## src/pkg/pcrm_regs.svh

```systemverilog
// register offsets, field positions and reset values of the pmic control register bank
// Function
// - ctrl bit 4: auto phase versus forced multiphase
// - ctrl bit 3: auto pfm/pwm versus forced pwm
// - ctrl bit 2 resets 1: discharge while disabled
// - ctrl bit 1: enable bit and-ed with pin
// - ctrl bit 0 turns the buck on
// - read-only two-bit part code, 0x00 bits 7:6
// - read-only eight-bit otp version at 0x01
// - write address, register, data; writes auto-increment, reads not
`ifndef PCRM_REGS_SVH
`define PCRM_REGS_SVH

// register addresses
`define PCRM_ADDR_DEVICE_REVISION 8'h00
`define PCRM_ADDR_OTP_VER 8'h01
`define PCRM_ADDR_BUCKA_CTRL 8'h02
`define PCRM_ADDR_PG_CTRL1 8'h15
`define PCRM_ADDR_PG_CTRL2 8'h16
`define PCRM_ADDR_POWER_GOOD_FAULT_STATUS 8'h17
`define PCRM_ADDR_SW_RESET 8'h18
`define PCRM_ADDR_INT_TOP1 8'h19
`define PCRM_ADDR_INT_TOP2 8'h1a
`define PCRM_ADDR_INT_BUCK 8'h1b
`define PCRM_ADDR_INT_LIN 8'h1c
`define PCRM_ADDR_TOP_STAT 8'h1d
`define PCRM_ADDR_BUCK_STAT 8'h1e
`define PCRM_ADDR_LIN_STAT 8'h1f
`define PCRM_ADDR_MASK_TOP1 8'h20
`define PCRM_ADDR_MASK_TOP2 8'h21
`define PCRM_ADDR_MASK_BUCK 8'h22
`define PCRM_ADDR_MASK_LIN 8'h23
`define PCRM_ADDR_LOAD_SEL 8'h24
`define PCRM_ADDR_LOAD_HI 8'h25
`define PCRM_ADDR_LOAD_LO 8'h26

// flop-backed block from power-good control up to the load registers
`define PCRM_MISC_BASE 8'h15
`define PCRM_MISC_COUNT 18

// buck a control fields
`define PCRM_BIT_MPHASE 4
`define PCRM_BIT_FPWM 3
`define PCRM_BIT_RDIS 2
`define PCRM_BIT_PINGATE 1
`define PCRM_BIT_EN 0

// reset values
`define PCRM_BUCKA_CTRL_RST 8'h04
`define PCRM_MISC_RST 8'h00

// serial framing
`define PCRM_BITS_PER_BYTE 4'h8
`define PCRM_ZERO_PAD6 6'h00
`define PCRM_ZERO_PAD4 4'h0
`define PCRM_ZERO_PAD7 7'h00

`endif

```

## src/pkg/pcrm_pkg.sv

```systemverilog
// shared types of the pmic control register bank
package pcrm_pkg;

  typedef logic [7:0] pcrm_byte_t;
  typedef logic [3:0] pcrm_bitcnt_t;

  // serial byte engine states
  typedef enum logic [8:0]
  {
    PCRM_ST_IDLE = 9'h001,
    PCRM_ST_ADDR = 9'h002,
    PCRM_ST_ADDR_ACK = 9'h004,
    PCRM_ST_REG = 9'h008,
    PCRM_ST_REG_ACK = 9'h010,
    PCRM_ST_WDATA = 9'h020,
    PCRM_ST_WDATA_ACK = 9'h040,
    PCRM_ST_RDATA = 9'h080,
    PCRM_ST_RDATA_ACK = 9'h100
  } pcrm_state_e;

endpackage

```

## src/rtl/pcrm_bank.sv

```systemverilog
// serial-port register bank with buck a control of the pmic
`timescale 1ns/100ps
`default_nettype none
`include "pcrm_regs.svh"

module pcrm_bank
#(
  parameter logic [6:0] DEV_ADDR = 7'h60,    // seven-bit chip address
  parameter logic [1:0] PART_IDENT = 2'h1,   // part code, arbitrary value
  parameter logic [7:0] OTP_VERSION = 8'h3c, // otp version code, arbitrary value
  parameter int MISC_COUNT = `PCRM_MISC_COUNT
)
(
  input wire logic clk_sys,                          // system clock
  input wire logic srst,                             // synchronous reset
  input wire logic scl_in,                           // serial clock level
  input wire logic sda_in,                           // serial data level
  output logic sda_out,                              // data drive level
  output logic sda_oe,                               // high while pulling data low
  input wire logic en_pin,                           // external enable pin
  input wire logic [3:0] power_good_fault_status_in,                // power-good fault flags
  input wire pcrm_pkg::pcrm_byte_t top_stat_in,      // top status
  input wire pcrm_pkg::pcrm_byte_t buck_stat_in,     // buck status
  input wire pcrm_pkg::pcrm_byte_t linear_stat_in,   // linear status
  input wire logic [8:0] load_current_in,            // measured load current
  output logic buck_a_enable,                        // buck a running
  output logic buck_a_forced_pwm,                    // buck a held in pwm
  output logic buck_a_forced_multiphase,             // buck a both phases forced
  output logic buck_a_discharge_enable               // discharge resistor connected
);
  import pcrm_pkg::*;

  // line events
  logic scl_rise;
  logic scl_fall;
  logic start_seen;
  logic stop_seen;

  // byte engine state
  pcrm_state_e state_reg;
  pcrm_state_e state_next;
  pcrm_bitcnt_t bit_cnt_reg;
  pcrm_bitcnt_t bit_cnt_next;
  pcrm_byte_t shift_reg;
  pcrm_byte_t shift_next;
  pcrm_byte_t ptr_reg;
  pcrm_byte_t ptr_next;
  pcrm_byte_t rdata_reg;
  pcrm_byte_t rdata_next;
  logic rw_reg;
  logic rw_next;
  logic oe_reg;
  logic oe_next;
  logic mack_reg;
  logic mack_next;

  // registers
  pcrm_byte_t bucka_ctrl_reg;
  pcrm_byte_t misc_reg [MISC_COUNT];
  logic run_reg;
  logic discharge_reg;

  // decode wires
  logic byte_done;
  logic addr_match;
  logic wr_strobe;
  logic wr_bucka;
  logic wr_misc;
  logic run_next;
  pcrm_byte_t rd_value;

  // only the flop-backed read/write addresses of the misc block take data
  function automatic logic misc_writable(input pcrm_byte_t a);
    misc_writable = (a == `PCRM_ADDR_PG_CTRL1) || (a == `PCRM_ADDR_PG_CTRL2) ||
                    ((a >= `PCRM_ADDR_SW_RESET) && (a <= `PCRM_ADDR_INT_LIN)) ||
                    ((a >= `PCRM_ADDR_MASK_TOP1) && (a <= `PCRM_ADDR_LOAD_SEL));
  endfunction

  // slot of a misc address in the flop array
  function automatic logic [4:0] misc_index(input pcrm_byte_t a);
    pcrm_byte_t d;
    d = a - `PCRM_MISC_BASE;
    misc_index = d[4:0];
  endfunction

  pcrm_line_watch u_watch
  (
    .clk_sys(clk_sys),
    .srst(srst),
    .scl_in(scl_in),
    .sda_in(sda_in),
    .scl_rise(scl_rise),
    .scl_fall(scl_fall),
    .start_seen(start_seen),
    .stop_seen(stop_seen)
  );

  // eighth clock of a byte has risen and this is its falling edge
  assign byte_done = scl_fall && (bit_cnt_reg == `PCRM_BITS_PER_BYTE);
  assign addr_match = (shift_reg[7:1] == DEV_ADDR);

  // write strobes; read-only addresses decode to nothing
  assign wr_strobe = (state_reg == PCRM_ST_WDATA) && byte_done;
  assign wr_bucka = wr_strobe && (ptr_reg == `PCRM_ADDR_BUCKA_CTRL);
  assign wr_misc = wr_strobe && misc_writable(ptr_reg);

  // read mux; pad bits of the id, fault and load reads are zero, ctrl reads back all eight bits, unmapped addresses read zero
  assign rd_value =
    (ptr_reg == `PCRM_ADDR_DEVICE_REVISION) ? {PART_IDENT, `PCRM_ZERO_PAD6} :
    (ptr_reg == `PCRM_ADDR_OTP_VER) ? OTP_VERSION :
    (ptr_reg == `PCRM_ADDR_BUCKA_CTRL) ? bucka_ctrl_reg :
    (ptr_reg == `PCRM_ADDR_POWER_GOOD_FAULT_STATUS) ? {`PCRM_ZERO_PAD4, power_good_fault_status_in} :
    (ptr_reg == `PCRM_ADDR_TOP_STAT) ? top_stat_in :
    (ptr_reg == `PCRM_ADDR_BUCK_STAT) ? buck_stat_in :
    (ptr_reg == `PCRM_ADDR_LIN_STAT) ? linear_stat_in :
    (ptr_reg == `PCRM_ADDR_LOAD_HI) ? {`PCRM_ZERO_PAD7, load_current_in[8]} :
    (ptr_reg == `PCRM_ADDR_LOAD_LO) ? load_current_in[7:0] :
    misc_writable(ptr_reg) ? misc_reg[misc_index(ptr_reg)] :
    `PCRM_MISC_RST;

  // byte engine next state; start and stop win over any bit activity
  always_comb
  begin
    state_next = state_reg;
    bit_cnt_next = bit_cnt_reg;
    shift_next = shift_reg;
    ptr_next = ptr_reg;
    rdata_next = rdata_reg;
    rw_next = rw_reg;
    oe_next = oe_reg;
    mack_next = mack_reg;
    if (start_seen)
    begin
      // also a repeated start: drop any drive and hunt for the address
      state_next = PCRM_ST_ADDR;
      bit_cnt_next = '0;
      oe_next = 1'b0;
    end
    else if (stop_seen)
    begin
      state_next = PCRM_ST_IDLE;
      oe_next = 1'b0;
    end
    else if (scl_rise)
    begin
      // sample on the rising edge, count bits of the byte
      shift_next = {shift_reg[6:0], sda_in};
      if (bit_cnt_reg != `PCRM_BITS_PER_BYTE)
        bit_cnt_next = bit_cnt_reg + 4'h1;
      if (state_reg == PCRM_ST_RDATA_ACK)
        mack_next = ~sda_in;
    end
    else if (scl_fall)
    begin
      case (state_reg)
        PCRM_ST_ADDR:
        begin
          if (byte_done)
          begin
            if (addr_match)
            begin
              state_next = PCRM_ST_ADDR_ACK;
              rw_next = shift_reg[0];
              oe_next = 1'b1;
            end
            else
              state_next = PCRM_ST_IDLE;
          end
        end
        PCRM_ST_ADDR_ACK:
        begin
          bit_cnt_next = '0;
          if (rw_reg)
          begin
            // read starts at the held pointer; first bit goes out now
            state_next = PCRM_ST_RDATA;
            rdata_next = rd_value;
            oe_next = ~rd_value[7];
          end
          else
          begin
            state_next = PCRM_ST_REG;
            oe_next = 1'b0;
          end
        end
        PCRM_ST_REG:
        begin
          if (byte_done)
          begin
            state_next = PCRM_ST_REG_ACK;
            ptr_next = shift_reg;
            oe_next = 1'b1;
          end
        end
        PCRM_ST_REG_ACK:
        begin
          state_next = PCRM_ST_WDATA;
          bit_cnt_next = '0;
          oe_next = 1'b0;
        end
        PCRM_ST_WDATA:
        begin
          // every data byte is acknowledged, even to a read-only address
          if (byte_done)
          begin
            state_next = PCRM_ST_WDATA_ACK;
            oe_next = 1'b1;
          end
        end
        PCRM_ST_WDATA_ACK:
        begin
          // step to the next register for a following data byte
          state_next = PCRM_ST_WDATA;
          bit_cnt_next = '0;
          ptr_next = ptr_reg + 8'h01;
          oe_next = 1'b0;
        end
        PCRM_ST_RDATA:
        begin
          if (byte_done)
          begin
            state_next = PCRM_ST_RDATA_ACK;
            oe_next = 1'b0;
          end
          else
          begin
            rdata_next = {rdata_reg[6:0], 1'b0};
            oe_next = ~rdata_reg[6];
          end
        end
        PCRM_ST_RDATA_ACK:
        begin
          if (mack_reg)
          begin
            // no increment on reads: the same register is sent again
            state_next = PCRM_ST_RDATA;
            bit_cnt_next = '0;
            rdata_next = rd_value;
            oe_next = ~rd_value[7];
          end
          else
            state_next = PCRM_ST_IDLE;
        end
        default:
        begin
          state_next = state_reg;
        end
      endcase
    end
  end

  // byte engine flops
  always_ff @(posedge clk_sys)
  begin
    if (srst)
    begin
      state_reg <= PCRM_ST_IDLE;
      bit_cnt_reg <= '0;
      shift_reg <= '0;
      ptr_reg <= '0;
      rdata_reg <= '0;
      rw_reg <= 1'b0;
      oe_reg <= 1'b0;
      mack_reg <= 1'b0;
    end
    else
    begin
      state_reg <= state_next;
      bit_cnt_reg <= bit_cnt_next;
      shift_reg <= shift_next;
      ptr_reg <= ptr_next;
      rdata_reg <= rdata_next;
      rw_reg <= rw_next;
      oe_reg <= oe_next;
      mack_reg <= mack_next;
    end
  end

  // open-drain data pin: only ever pulls low
  assign sda_out = 1'b0;
  assign sda_oe = oe_reg;

  // buck a control register; discharge bit comes up set
  always_ff @(posedge clk_sys)
  begin
    if (srst)
      bucka_ctrl_reg <= `PCRM_BUCKA_CTRL_RST;
    else if (wr_bucka)
      bucka_ctrl_reg <= shift_reg;
  end

  // power-good, interrupt, mask and load-select storage
  always_ff @(posedge clk_sys)
  begin
    if (srst)
    begin
      for (int i = 0; i < MISC_COUNT; i++)
        misc_reg[i] <= `PCRM_MISC_RST;
    end
    else if (wr_misc)
      misc_reg[misc_index(ptr_reg)] <= shift_reg;
  end

  // run decision: enable bit alone, or gated by the pin when selected
  assign run_next = bucka_ctrl_reg[`PCRM_BIT_EN] &
                    (~bucka_ctrl_reg[`PCRM_BIT_PINGATE] | en_pin);

  // registered controls; one cycle behind the register keeps outputs glitch free
  always_ff @(posedge clk_sys)
  begin
    if (srst)
    begin
      run_reg <= 1'b0;
      discharge_reg <= 1'b0;
    end
    else
    begin
      run_reg <= run_next;
      discharge_reg <= bucka_ctrl_reg[`PCRM_BIT_RDIS] & ~run_next;
    end
  end

  assign buck_a_enable = run_reg;
  assign buck_a_discharge_enable = discharge_reg;
  assign buck_a_forced_pwm = bucka_ctrl_reg[`PCRM_BIT_FPWM];
  assign buck_a_forced_multiphase = bucka_ctrl_reg[`PCRM_BIT_MPHASE];

endmodule
`default_nettype wire

```

## src/rtl/pcrm_line_watch.sv

```systemverilog
// serial clock and data line watcher: edges, start and stop conditions
`timescale 1ns/100ps
`default_nettype none

module pcrm_line_watch
(
  input wire logic clk_sys,   // system clock
  input wire logic srst,      // synchronous reset
  input wire logic scl_in,    // serial clock level
  input wire logic sda_in,    // serial data level
  output logic scl_rise,      // clock rose this cycle
  output logic scl_fall,      // clock fell this cycle
  output logic start_seen,    // data fell with clock high
  output logic stop_seen      // data rose with clock high
);
  import pcrm_pkg::*;

  logic scl_prev_reg;
  logic sda_prev_reg;

  // previous levels; reset to idle-high so reset never fakes an edge
  always_ff @(posedge clk_sys)
  begin
    if (srst)
    begin
      scl_prev_reg <= 1'b1;
      sda_prev_reg <= 1'b1;
    end
    else
    begin
      scl_prev_reg <= scl_in;
      sda_prev_reg <= sda_in;
    end
  end

  // edge and condition decode
  assign scl_rise = scl_in & ~scl_prev_reg;
  assign scl_fall = ~scl_in & scl_prev_reg;
  assign start_seen = scl_in & scl_prev_reg & sda_prev_reg & ~sda_in;
  assign stop_seen = scl_in & scl_prev_reg & ~sda_prev_reg & sda_in;

endmodule
`default_nettype wire

```

## config.mk

```make
export PLATFORM = sky130hd
export DESIGN_NAME = pcrm_bank
export DESIGN_NICKNAME = d
export VERILOG_FILES = /design/src/pkg/pcrm_pkg.sv /design/src/rtl/pcrm_bank.sv /design/src/rtl/pcrm_line_watch.sv
export VERILOG_INCLUDE_DIRS = /design/src /design/src/pkg
export SDC_FILE = /design/constraint.sdc
export NUM_CORES = 1
export LEC_CHECK = 0
export BUFFER_PORTS_ARGS = -buffer_cell sky130_fd_sc_hd__clkbuf_2
export CORE_UTILIZATION = 45
export DETAILED_ROUTE_END_ITERATION = 10
export GPL_TIMING_DRIVEN = 0
export PLACE_DENSITY = 0.71
export SYNTH_ARGS = -nofsm -noshare
export SYNTH_HDL_FRONTEND = slang
export SYNTH_SLANG_ARGS = --single-unit
```

## constraint.sdc

```tcl
create_clock -name clk_sys -period 3.9 [get_ports clk_sys]
set_clock_uncertainty 0.15 [all_clocks]
set_input_delay 0.78 -clock clk_sys [delete_from_list [all_inputs] [get_ports clk_sys]]
set_output_delay 0.78 -clock clk_sys [all_outputs]
set_load 0.05 [all_outputs]
```

==> results of run 1 <==
metrics by stage:
stage / setup WS [ps] / utilization / setup TNS [ps] / instances
floorplan: 12.8 / - / 0 / 1104
global placement: -2070 / 0.485 / -627500 / 1544
detailed placement: -2110 / 0.485 / -645040 / 1544
CTS: -1.07 / 0.541 / -1.07 / 1622
global route: -65.6 / 0.544 / -269 / 1623
finish: 52.0 / 0.544 / 0 / 1623
worst max-delay path, cell delays in order (launching register included):
cell and delay, ps:
dfxtp_1 420, buf_6 210, buf_6 220, buf_12 200, clkinvlp_4 230, ha_4 380
buf_6 200, clkbuf_8 240, mux4_2 380, mux4_2 520, mux2i_2 270, o2111ai_1 130
and2_1 190
Yosys cell counts (4+ instances only):
master	instances	area [um^2]
o21ai_0	25	125
a21oi_1	30	150
nor2_1	197	739
dfxtp_1	51	1020
o22ai_1	5	31.3
nand2_1	98	368
nand2b_1	7	43.8
nand3_1	23	115
nand4_1	8	50.1
a221oi_1	7	61.3
or3b_2	4	35.0
a211oi_1	6	45.0
ha_1	10	125
buf_1	9	33.8
nor3_1	17	85.1
or3_1	10	62.6
and3_1	12	75.1
mux4_2	72	1620
xnor2_1	4	35.0
nor4_1	4	25.0
nor3b_1	5	37.5
buf_2	8	40.0
inv_1	24	90.1
nor2b_1	14	87.6
clkbuf_1	42	158
o211ai_1	5	37.5
edfxtp_1	256	7690
mux2i_1	32	320
xor2_1	4	35.0
a22oi_1	7	52.6
and2_1	7	43.8
power breakdown:
group	leakage (nW)	total [mW]	internal, mW	switching (mW)
combinational	2.13	0.184	0.0651	0.118
sequential	2.63	3.66	3.63	0.0323
clock	0.500	3.01	1.71	1.29
total	5.26	6.85	5.40	1.44
metal layers:
layer | wire [um] | share of wire | up-vias
met1 | 15400 | 0.38 | 4993
li1 | - | - | 4297
met4 | 1580 | 0.039 | 0
met2 | 19200 | 0.48 | 621
met5 | 0 | 0 | -
met3 | 4120 | 0.10 | 136
final timing paths:
| path | cells past startpoint | endpoint |
|---|---|---|
| max | 12 | rdata_reg[4] |
| min | 2 | bit_cnt_reg[1] |
| max reg2reg | 12 | rdata_reg[4] |
| min reg2reg | 2 | bit_cnt_reg[1] |
cell type report:
cell class | count | share of cell area
Buffer | 57 | 0.0215
Clock buffer | 42 | 0.0540
Clock inverter | 16 | 0.00734
Inverter | 25 | 0.00742
Multi-Input combinational cell | 711 | 0.328
Sequential cell | 307 | 0.522
Tap cell | 396 | 0.0297
Timing Repair Buffer | 65 | 0.0286
Timing Repair inverter | 4 | 0.00180
logic make-up (layout without fill, tap and decap cells):
logic type	count (synthesis)	after routing	synth area share
other	1	33	0.000267
buffers and inverters	86	209	0.0245
muxes	105	105	0.139
adders and majority gates	10	10	0.00891
and+or+nand+nor	428	428	0.140
DFF	307	307	0.620
xor gates and xnor gates	8	8	0.00499
AOI/OAI and AO/OA	127	127	0.0625
timing repair:
| action | CTS | global route |
|---|---|---|
| cloned | 4 | 0 |
| setup buffers | 19 | 2 |
| pin swaps | 10 | 4 |
| endpoints found under the setup margin | 488 | 395 |
| hold endpoints to repair | 0 | 0 |
| gates resized for setup | 146 | 30 |
==> reports/summary.txt, run 1 <==
part of the cycle the worst path needs -> 0.987
hold_sp -> bit_cnt_reg[1]
die area -> 31,900 um^2
Most Crowded Layer GR -> met2
CTS tree -> done
residual DRC count -> 0
most frequent cells in the layout -> 256 x edfxtp_1, 191 x nor2_1, 72 x mux4_2, 58 x nand2_1, 51 x dfxtp_1
Final Setup Violations -> 0
Min Hold Slack -> 348 ps
worst-margin pin slew -> 1150 ps
design area -> 16,700 um^2
via count -> 10,000
CP required -> 4170 ps
via count of the first global-routing pass -> 9,886
Leakage -> 5.26 nW
worst slew slack as a fraction of its limit -> 0.236
Layout area overhead -> 18.9%
Async S/R FF share, synth -> 0
Final nets -> 1,257
clk_lat worst skew -> 540 ps
Root Buffer Master -> clkbuf_16
H-tree lvl count -> 2
largest vdd supply drop -> 249 uV
worst r2r src -> ptr_reg[0]
num rows -> 64
# port buffers -> 44
Crit path arrival time -> 4120 ps
Reg area -> 8710 um^2
Final Critical Period -> 3850 ps
Detail Placement HPWL -> 26.4 mm
max reg flops -> 256
YS warnings -> 0
Worst-path clk slew -> 60 ps
1st-pass router iterations -> 7
I/O pins -> 48
sequential area share after synthesis -> 0.620
CTS Buf Count -> 34
R2R Setup Slk -> 50 ps
Cell variety after synth -> 74
flops & latches, synth -> 307
crit path from -> ptr_reg[0]
maximum number of pins on one net before global-route repair -> 16
clock sinks -> 307
gr usage total -> 0.257
Setup Crit Path Kind -> reg2reg
Top FF cell, synth -> edfxtp_1
area occupied by multi-input gates -> 5480 um^2
# Max-Cap Violations -> 0
met3 Usage GRT -> 0.0494
Worst setup EP type -> flop
WL per Instance -> 24.8 um
die height -> 179 um
post-placement cell area -> 14,900 um^2
Hold Path Class -> reg2reg
Die Wd -> 179 um
Fillers -> 2,454
core area -> 30,700 um^2
ant diodes -> 0
grt total ovfl -> 0
first-pass GRT wire length -> 59.5 mm
Mapped Avg Cell Area -> 13.1 um^2
layout cell share with drive strength beyond 1 -> 0.253
routed vias/inst -> 6.19
post-route antenna net violation count -> 0
Initial Util -> 0.458
initial antenna violation count -> 0
CP Launch Type -> flop
outcome -> finished clean
commonest non-fill, non-tap cell in the layout -> edfxtp_1
final hold violation count -> 0
Max Freq -> 260 MHz
synthesized instance count -> 1,072
routability cong. -> 0.942
PD cells -> 410 nW/um^2
initial drt markers -> 1,319
Slew Viols, Final -> 0
GR Util met1 -> 0.337
worst-path maximum fanout -> 10
Post-synth EDFFs -> 256
met2 usage -> 0.424
Hold Buf Count CTS -> 0
routed wire length -> 40.2 mm
Clock Tree Buf Depth -> 3
Synth Cell Area -> 14,000 um^2
total power draw -> 6.85 mW
Note: power is estimated with default switching activity, not from simulation.
==> run 2: changes to the inputs <==
Settings changed: MAX_ROUTING_LAYER set to met4.
Clock period 3.9 ns to 3.2 ns, I/O delays scaled along.
==> reports/summary.txt, run 2 (synthesized netlist as in run 1, its figures left out) <==
final core utilization -> 0.564
routability cong. -> 0.934
routed vias/inst -> 6.15
Crit path arrival time -> 3310 ps
most frequent cells in the layout -> 256 x edfxtp_1, 188 x nor2_1, 72 x mux4_2, 56 x nand2_1
Reg area -> 8720 um^2
# port buffers -> 44
num rows -> 64
CP Launch Type -> flop
max reg flops -> 256
WL per Instance -> 24.6 um
routed wire length -> 40.2 mm
Max Freq -> 312 MHz
slowest CP cell -> o21ai_0
Final nets -> 1,275
Worst setup EP type -> flop
post-route antenna net violation count -> 0
Detail Placement HPWL -> 26.6 mm
CP required -> 3300 ps
Clock Tree Buf Depth -> 3
failing checks -> setup timing
Worst Slack Setup Final -> -9.16 ps
via count of the first global-routing pass -> 9,847
grt total ovfl -> 0
Critical Path, Cell by Cell -> buf_4 > buf_4 > o21ai_0 > xor2_2 > buf_2 > and3_4 > nand2_2 > nand2_2
CTS tree -> done
Initial Util -> 0.458
design area -> 17,300 um^2
Worst-path clk slew -> 60 ps
Reg2Reg Depth -> 8
Min Hold Slack -> 203 ps
worst r2r src -> ptr_reg[0]
Die Wd -> 179 um
worst-margin pin slew -> 1390 ps
largest vdd supply drop -> 420 uV
part of the cycle the worst path needs -> 1.00
Leakage -> 5.56 nW
via count -> 10,100
H-tree lvl count -> 1
initial drt markers -> 1,274
Hold Crit Endpoint -> buck_a_enable
die height -> 179 um
hold_sp -> en_pin
pre-CTS setup slack -> -1500 ps
clock sinks -> 307
Hold Path Class -> in2reg
maximum number of pins on one net before global-route repair -> 16
initial antenna violation count -> 0
RSZ-0062 raised after global routing -> true
I/O pins -> 48
ant diodes -> 0
Final Critical Period -> 3210 ps
Slew Viols, Final -> 0
first-pass GRT wire length -> 59.4 mm
core area -> 30,700 um^2
1st-pass router iterations -> 6
clk_lat worst skew -> 570 ps
Fin Setup TNS -> -51.8 ps
outcome -> complete, but fails checks
gr usage total -> 0.262
Root Buffer Master -> clkbuf_16
Setup Crit Path Kind -> reg2reg
layout cell share with drive strength beyond 1 -> 0.302
Layout area overhead -> 23.2%
R2R Setup Slk -> -9 ps
residual DRC count -> 0
Fillers -> 2,414
reg-to-reg critical path endpoint -> misc_reg[8][6]
post-placement cell area -> 15,100 um^2
commonest non-fill, non-tap cell in the layout -> edfxtp_1
worst-path maximum fanout -> 10
die area -> 31,900 um^2
max incr delay on CP -> 480 ps
CTS Buf Count -> 31
area occupied by multi-input gates -> 5770 um^2
Final Setup Violations -> 8
worst slew slack as a fraction of its limit -> 0.0764
# Max-Cap Violations -> 0
hold path depth -> 3
PD cells -> 489 nW/um^2
final hold violation count -> 0
## run 2: cell count changes in the layout (fill, tap and decap cells not counted), sizes merged
cell,previous run,this run
buf,43,62
clkinvlp,13,15
bufinv,1,6
clkbuf,121,113
inv,18,16
## run 2: metrics by stage
stage | cells | power [mW]
after floorplan | 1104 | 4.65
after global placement | 1544 | 4.74
after detailed placement | 1544 | 4.75
after CTS | 1630 | 8.47
after global routing | 1639 | 8.64
final | 1639 | 8.45
## run 2: layer usage
layer / vias to the layer above / GRT usage / routed length (um)
li1: 4318 / - / -
met1: 5022 / 0.335 / 15300
met2: 621 / 0.417 / 19100
met3: 127 / 0.0441 / 4070
met4: 0 / 0.107 / 1780
met5: - / - / 0
## run 2: power by group
group          leakage (nW)  total [mW]  internal (mW)  switching, mW
combinational          2.41       0.236         0.0880          0.148
sequential             2.63        4.46           4.42         0.0392
clock                 0.516        3.76           2.24           1.52
total                  5.56        8.45           6.74           1.71
## run 2: worst max-delay path, delay by kind of cell, from the launching register on
| kind | cells | cell delay (ps) |
|---|---|---|
| simple gates | 3 | 880 |
| flops | 1 | 370 |
| xor+xnor | 1 | 250 |
| compound gates | 1 | 480 |
| buf+inv | 3 | 730 |
## run 2: cell type report
| class | count | area share |
|---|---|---|
| sequential | 307 | 0.504 |
| multi-input combinational | 711 | 0.333 |
| clock buffer | 33 | 0.0453 |
| timing repair buffer | 88 | 0.0404 |
| tap | 396 | 0.0286 |
| buffer | 54 | 0.0242 |
| clock inverter | 20 | 0.0149 |
| inverter | 25 | 0.00738 |
| timing repair inverter | 5 | 0.00203 |
## run 2: worst max-delay path by stage
stage / slack (ps) / start / depth (start not counted) / to
global route: -50 / bit_cnt_reg[0] / 9 / misc_reg[5][5]
CTS: -40 / ptr_reg[0] / 13 / rdata_reg[1]
global placement: -1500 / ptr_reg[0] / 11 / rdata_reg[0]
floorplan: -10 / ptr_reg[0] / 11 / misc_reg[7][0]
detailed placement: -1500 / ptr_reg[0] / 11 / rdata_reg[0]
finish: -9 / ptr_reg[0] / 8 / misc_reg[8][6]
## run 2: repair_timing
action / in CTS / in global routing
hold buffers: 0 / 0
cloned: 5 / 2
pin swaps: 20 / 17
resized for setup: 128 / 65
buffers inserted: 32 / 11
endpoints found under the setup margin: 496 / 381
==> run 3: changes to the inputs <==
Settings changed: TNS_END_PERCENT set to 20.
==> reports/summary.txt, run 3 (synthesized netlist as in run 1, its figures left out) <==
Worst path depth -> 12
final core utilization -> 0.561
Worst setup EP type -> flop
Initial Util -> 0.458
Reg2Reg Depth -> 12
reg-to-reg critical path endpoint -> rdata_reg[4]
gr usage total -> 0.268
# port buffers -> 44
R2R Setup Slk -> -70 ps
num rows -> 64
PD cells -> 492 nW/um^2
routability cong. -> 0.907
slowest CP cell -> mux4_2
CTS tree -> done
Max Freq -> 306 MHz
I/O pins -> 48
Layout area overhead -> 22.6%
largest vdd supply drop -> 408 uV
CP required -> 3450 ps
most frequent cells in the layout -> 256 x edfxtp_1, 190 x nor2_1, 72 x mux4_2, 56 x nand2_1, 49 x clkbuf_2
max reg flops -> 256
via count -> 10,000
initial drt markers -> 1,200
hold_sp -> en_pin
Hold Crit Endpoint -> buck_a_enable
first-pass GRT wire length -> 60.7 mm
ant diodes -> 0
initial antenna violation count -> 0
outcome -> complete, but fails checks
grt total ovfl -> 0
layout cell share with drive strength beyond 1 -> 0.292
crit path buf inv count -> 6
worst-path maximum fanout -> 11
Worst-path clk slew -> 60 ps
worst-margin pin slew -> 1310 ps
worst slew slack as a fraction of its limit -> 0.126
WL per Instance -> 24.8 um
Root Buffer Master -> clkbuf_16
worst r2r src -> ptr_reg[0]
Setup Crit Path Kind -> reg2reg
# Max-Cap Violations -> 0
hold path depth -> 3
clk_lat worst skew -> 510 ps
Final Non-Filler Cells -> 1,641
Slew Viols, Final -> 0
Hold Buf Count CTS -> 0
H-tree lvl count -> 2
max incr delay on CP -> 520 ps
Crit path arrival time -> 3520 ps
Final Critical Period -> 3270 ps
die height -> 179 um
commonest non-fill, non-tap cell in the layout -> edfxtp_1
Hold Path Class -> in2reg
routed vias/inst -> 6.10
Leakage -> 5.52 nW
CTS Buf Count -> 34
crit-path leading delay family -> multiplexers
RSZ-0062 raised after global routing -> true
Die Wd -> 179 um
part of the cycle the worst path needs -> 1.02
clock sinks -> 307
die area -> 31,900 um^2
final hold violation count -> 0
Clock Tree Buf Depth -> 3
core area -> 30,700 um^2
residual DRC count -> 0
Final Setup Violations -> 32
CP Launch Type -> flop
CP dominant cell by count -> buf_12
via count of the first global-routing pass -> 10,000
Worst Slack Setup Final -> -67.9 ps
Critical Path, Cell by Cell -> buf_12 > buf_12 > clkinvlp_4 > ha_4 > buf_12 > buf_12 > clkbuf_16 > mux4_2 > mux4_2 > mux2i_4 > o2111ai_2 > and2_1
post-route antenna net violation count -> 0
maximum number of pins on one net before global-route repair -> 16
routed wire length -> 40.7 mm
Final nets -> 1,274
failing checks -> setup timing
Detail Placement HPWL -> 26.3 mm
1st-pass router iterations -> 5
Placed Instances -> 1,544
## run 3: cell type report
type / count / area (um^2)
Sequential cell: 307 / 8720
Clock buffer: 42 / 923
Timing Repair Buffer: 83 / 598
Clock inverter: 17 / 135
Buffer: 55 / 428
Multi-Input combinational cell: 711 / 5750
Timing Repair inverter: 5 / 37.5
Inverter: 25 / 131
Tap cell: 396 / 495
Fill cell: 2451 / 13400
## run 3: report_power, final
group	internal, mW	switching (mW)	total (mW)	leakage [nW]
Sequential	4.42	0.0406	4.46	2.63
Combinational	0.0857	0.147	0.232	2.37
Clock	2.21	1.58	3.78	0.514
Total	6.71	1.76	8.48	5.52
## run 3: per-stage QoR
stage               total power [mW]  TNS (ps)  instance area (um^2)  hold slack, ps  setup WS (ps)
floorplan                       4.65     -5530                 14300             302          -64.8
global placement                4.74   -562490                 15100             323          -1510
detailed placement              4.75   -582340                 15100             328          -1550
CTS                             8.49      -762                 17000             251          -43.3
global route                    8.69     -5780                 17200             281           -122
finish                          8.48      -469                 17200             259          -67.9
## run 3: what timing repair did
action,CTS,global route
gates cloned,7,0
setup buffers,33,5
pin swaps,20,12
gates resized for setup,145,57
setup endpoints to repair,496,358
## run 3: worst max path at each step
stage,start,to
after floorplan,ptr_reg[0],rdata_reg[4]
after global placement,ptr_reg[0],misc_reg[15][6]
after detailed placement,ptr_reg[0],misc_reg[15][0]
after CTS,ptr_reg[0],rdata_reg[6]
after global routing,ptr_reg[3],misc_reg[19][5]
final,ptr_reg[0],rdata_reg[4]
## run 3: worst register-to-register path: stages, from the launching register on
cell        delay (ps)
dfxtp_4            380
buf_12             120
buf_12              90
clkinvlp_4         180
ha_4               390
buf_12             120
buf_12             160
clkbuf_16          180
mux4_2             330
mux4_2             520
mux2i_4            220
o2111ai_2          140
and2_1             180
## run 3: layer usage
metal	wire, um	GRT usage	vias up
met4	1670	0.111	0
met2	19000	0.417	508
met5	0	-	-
li1	-	-	4329
met1	16300	0.346	5059
met3	3730	0.0534	118
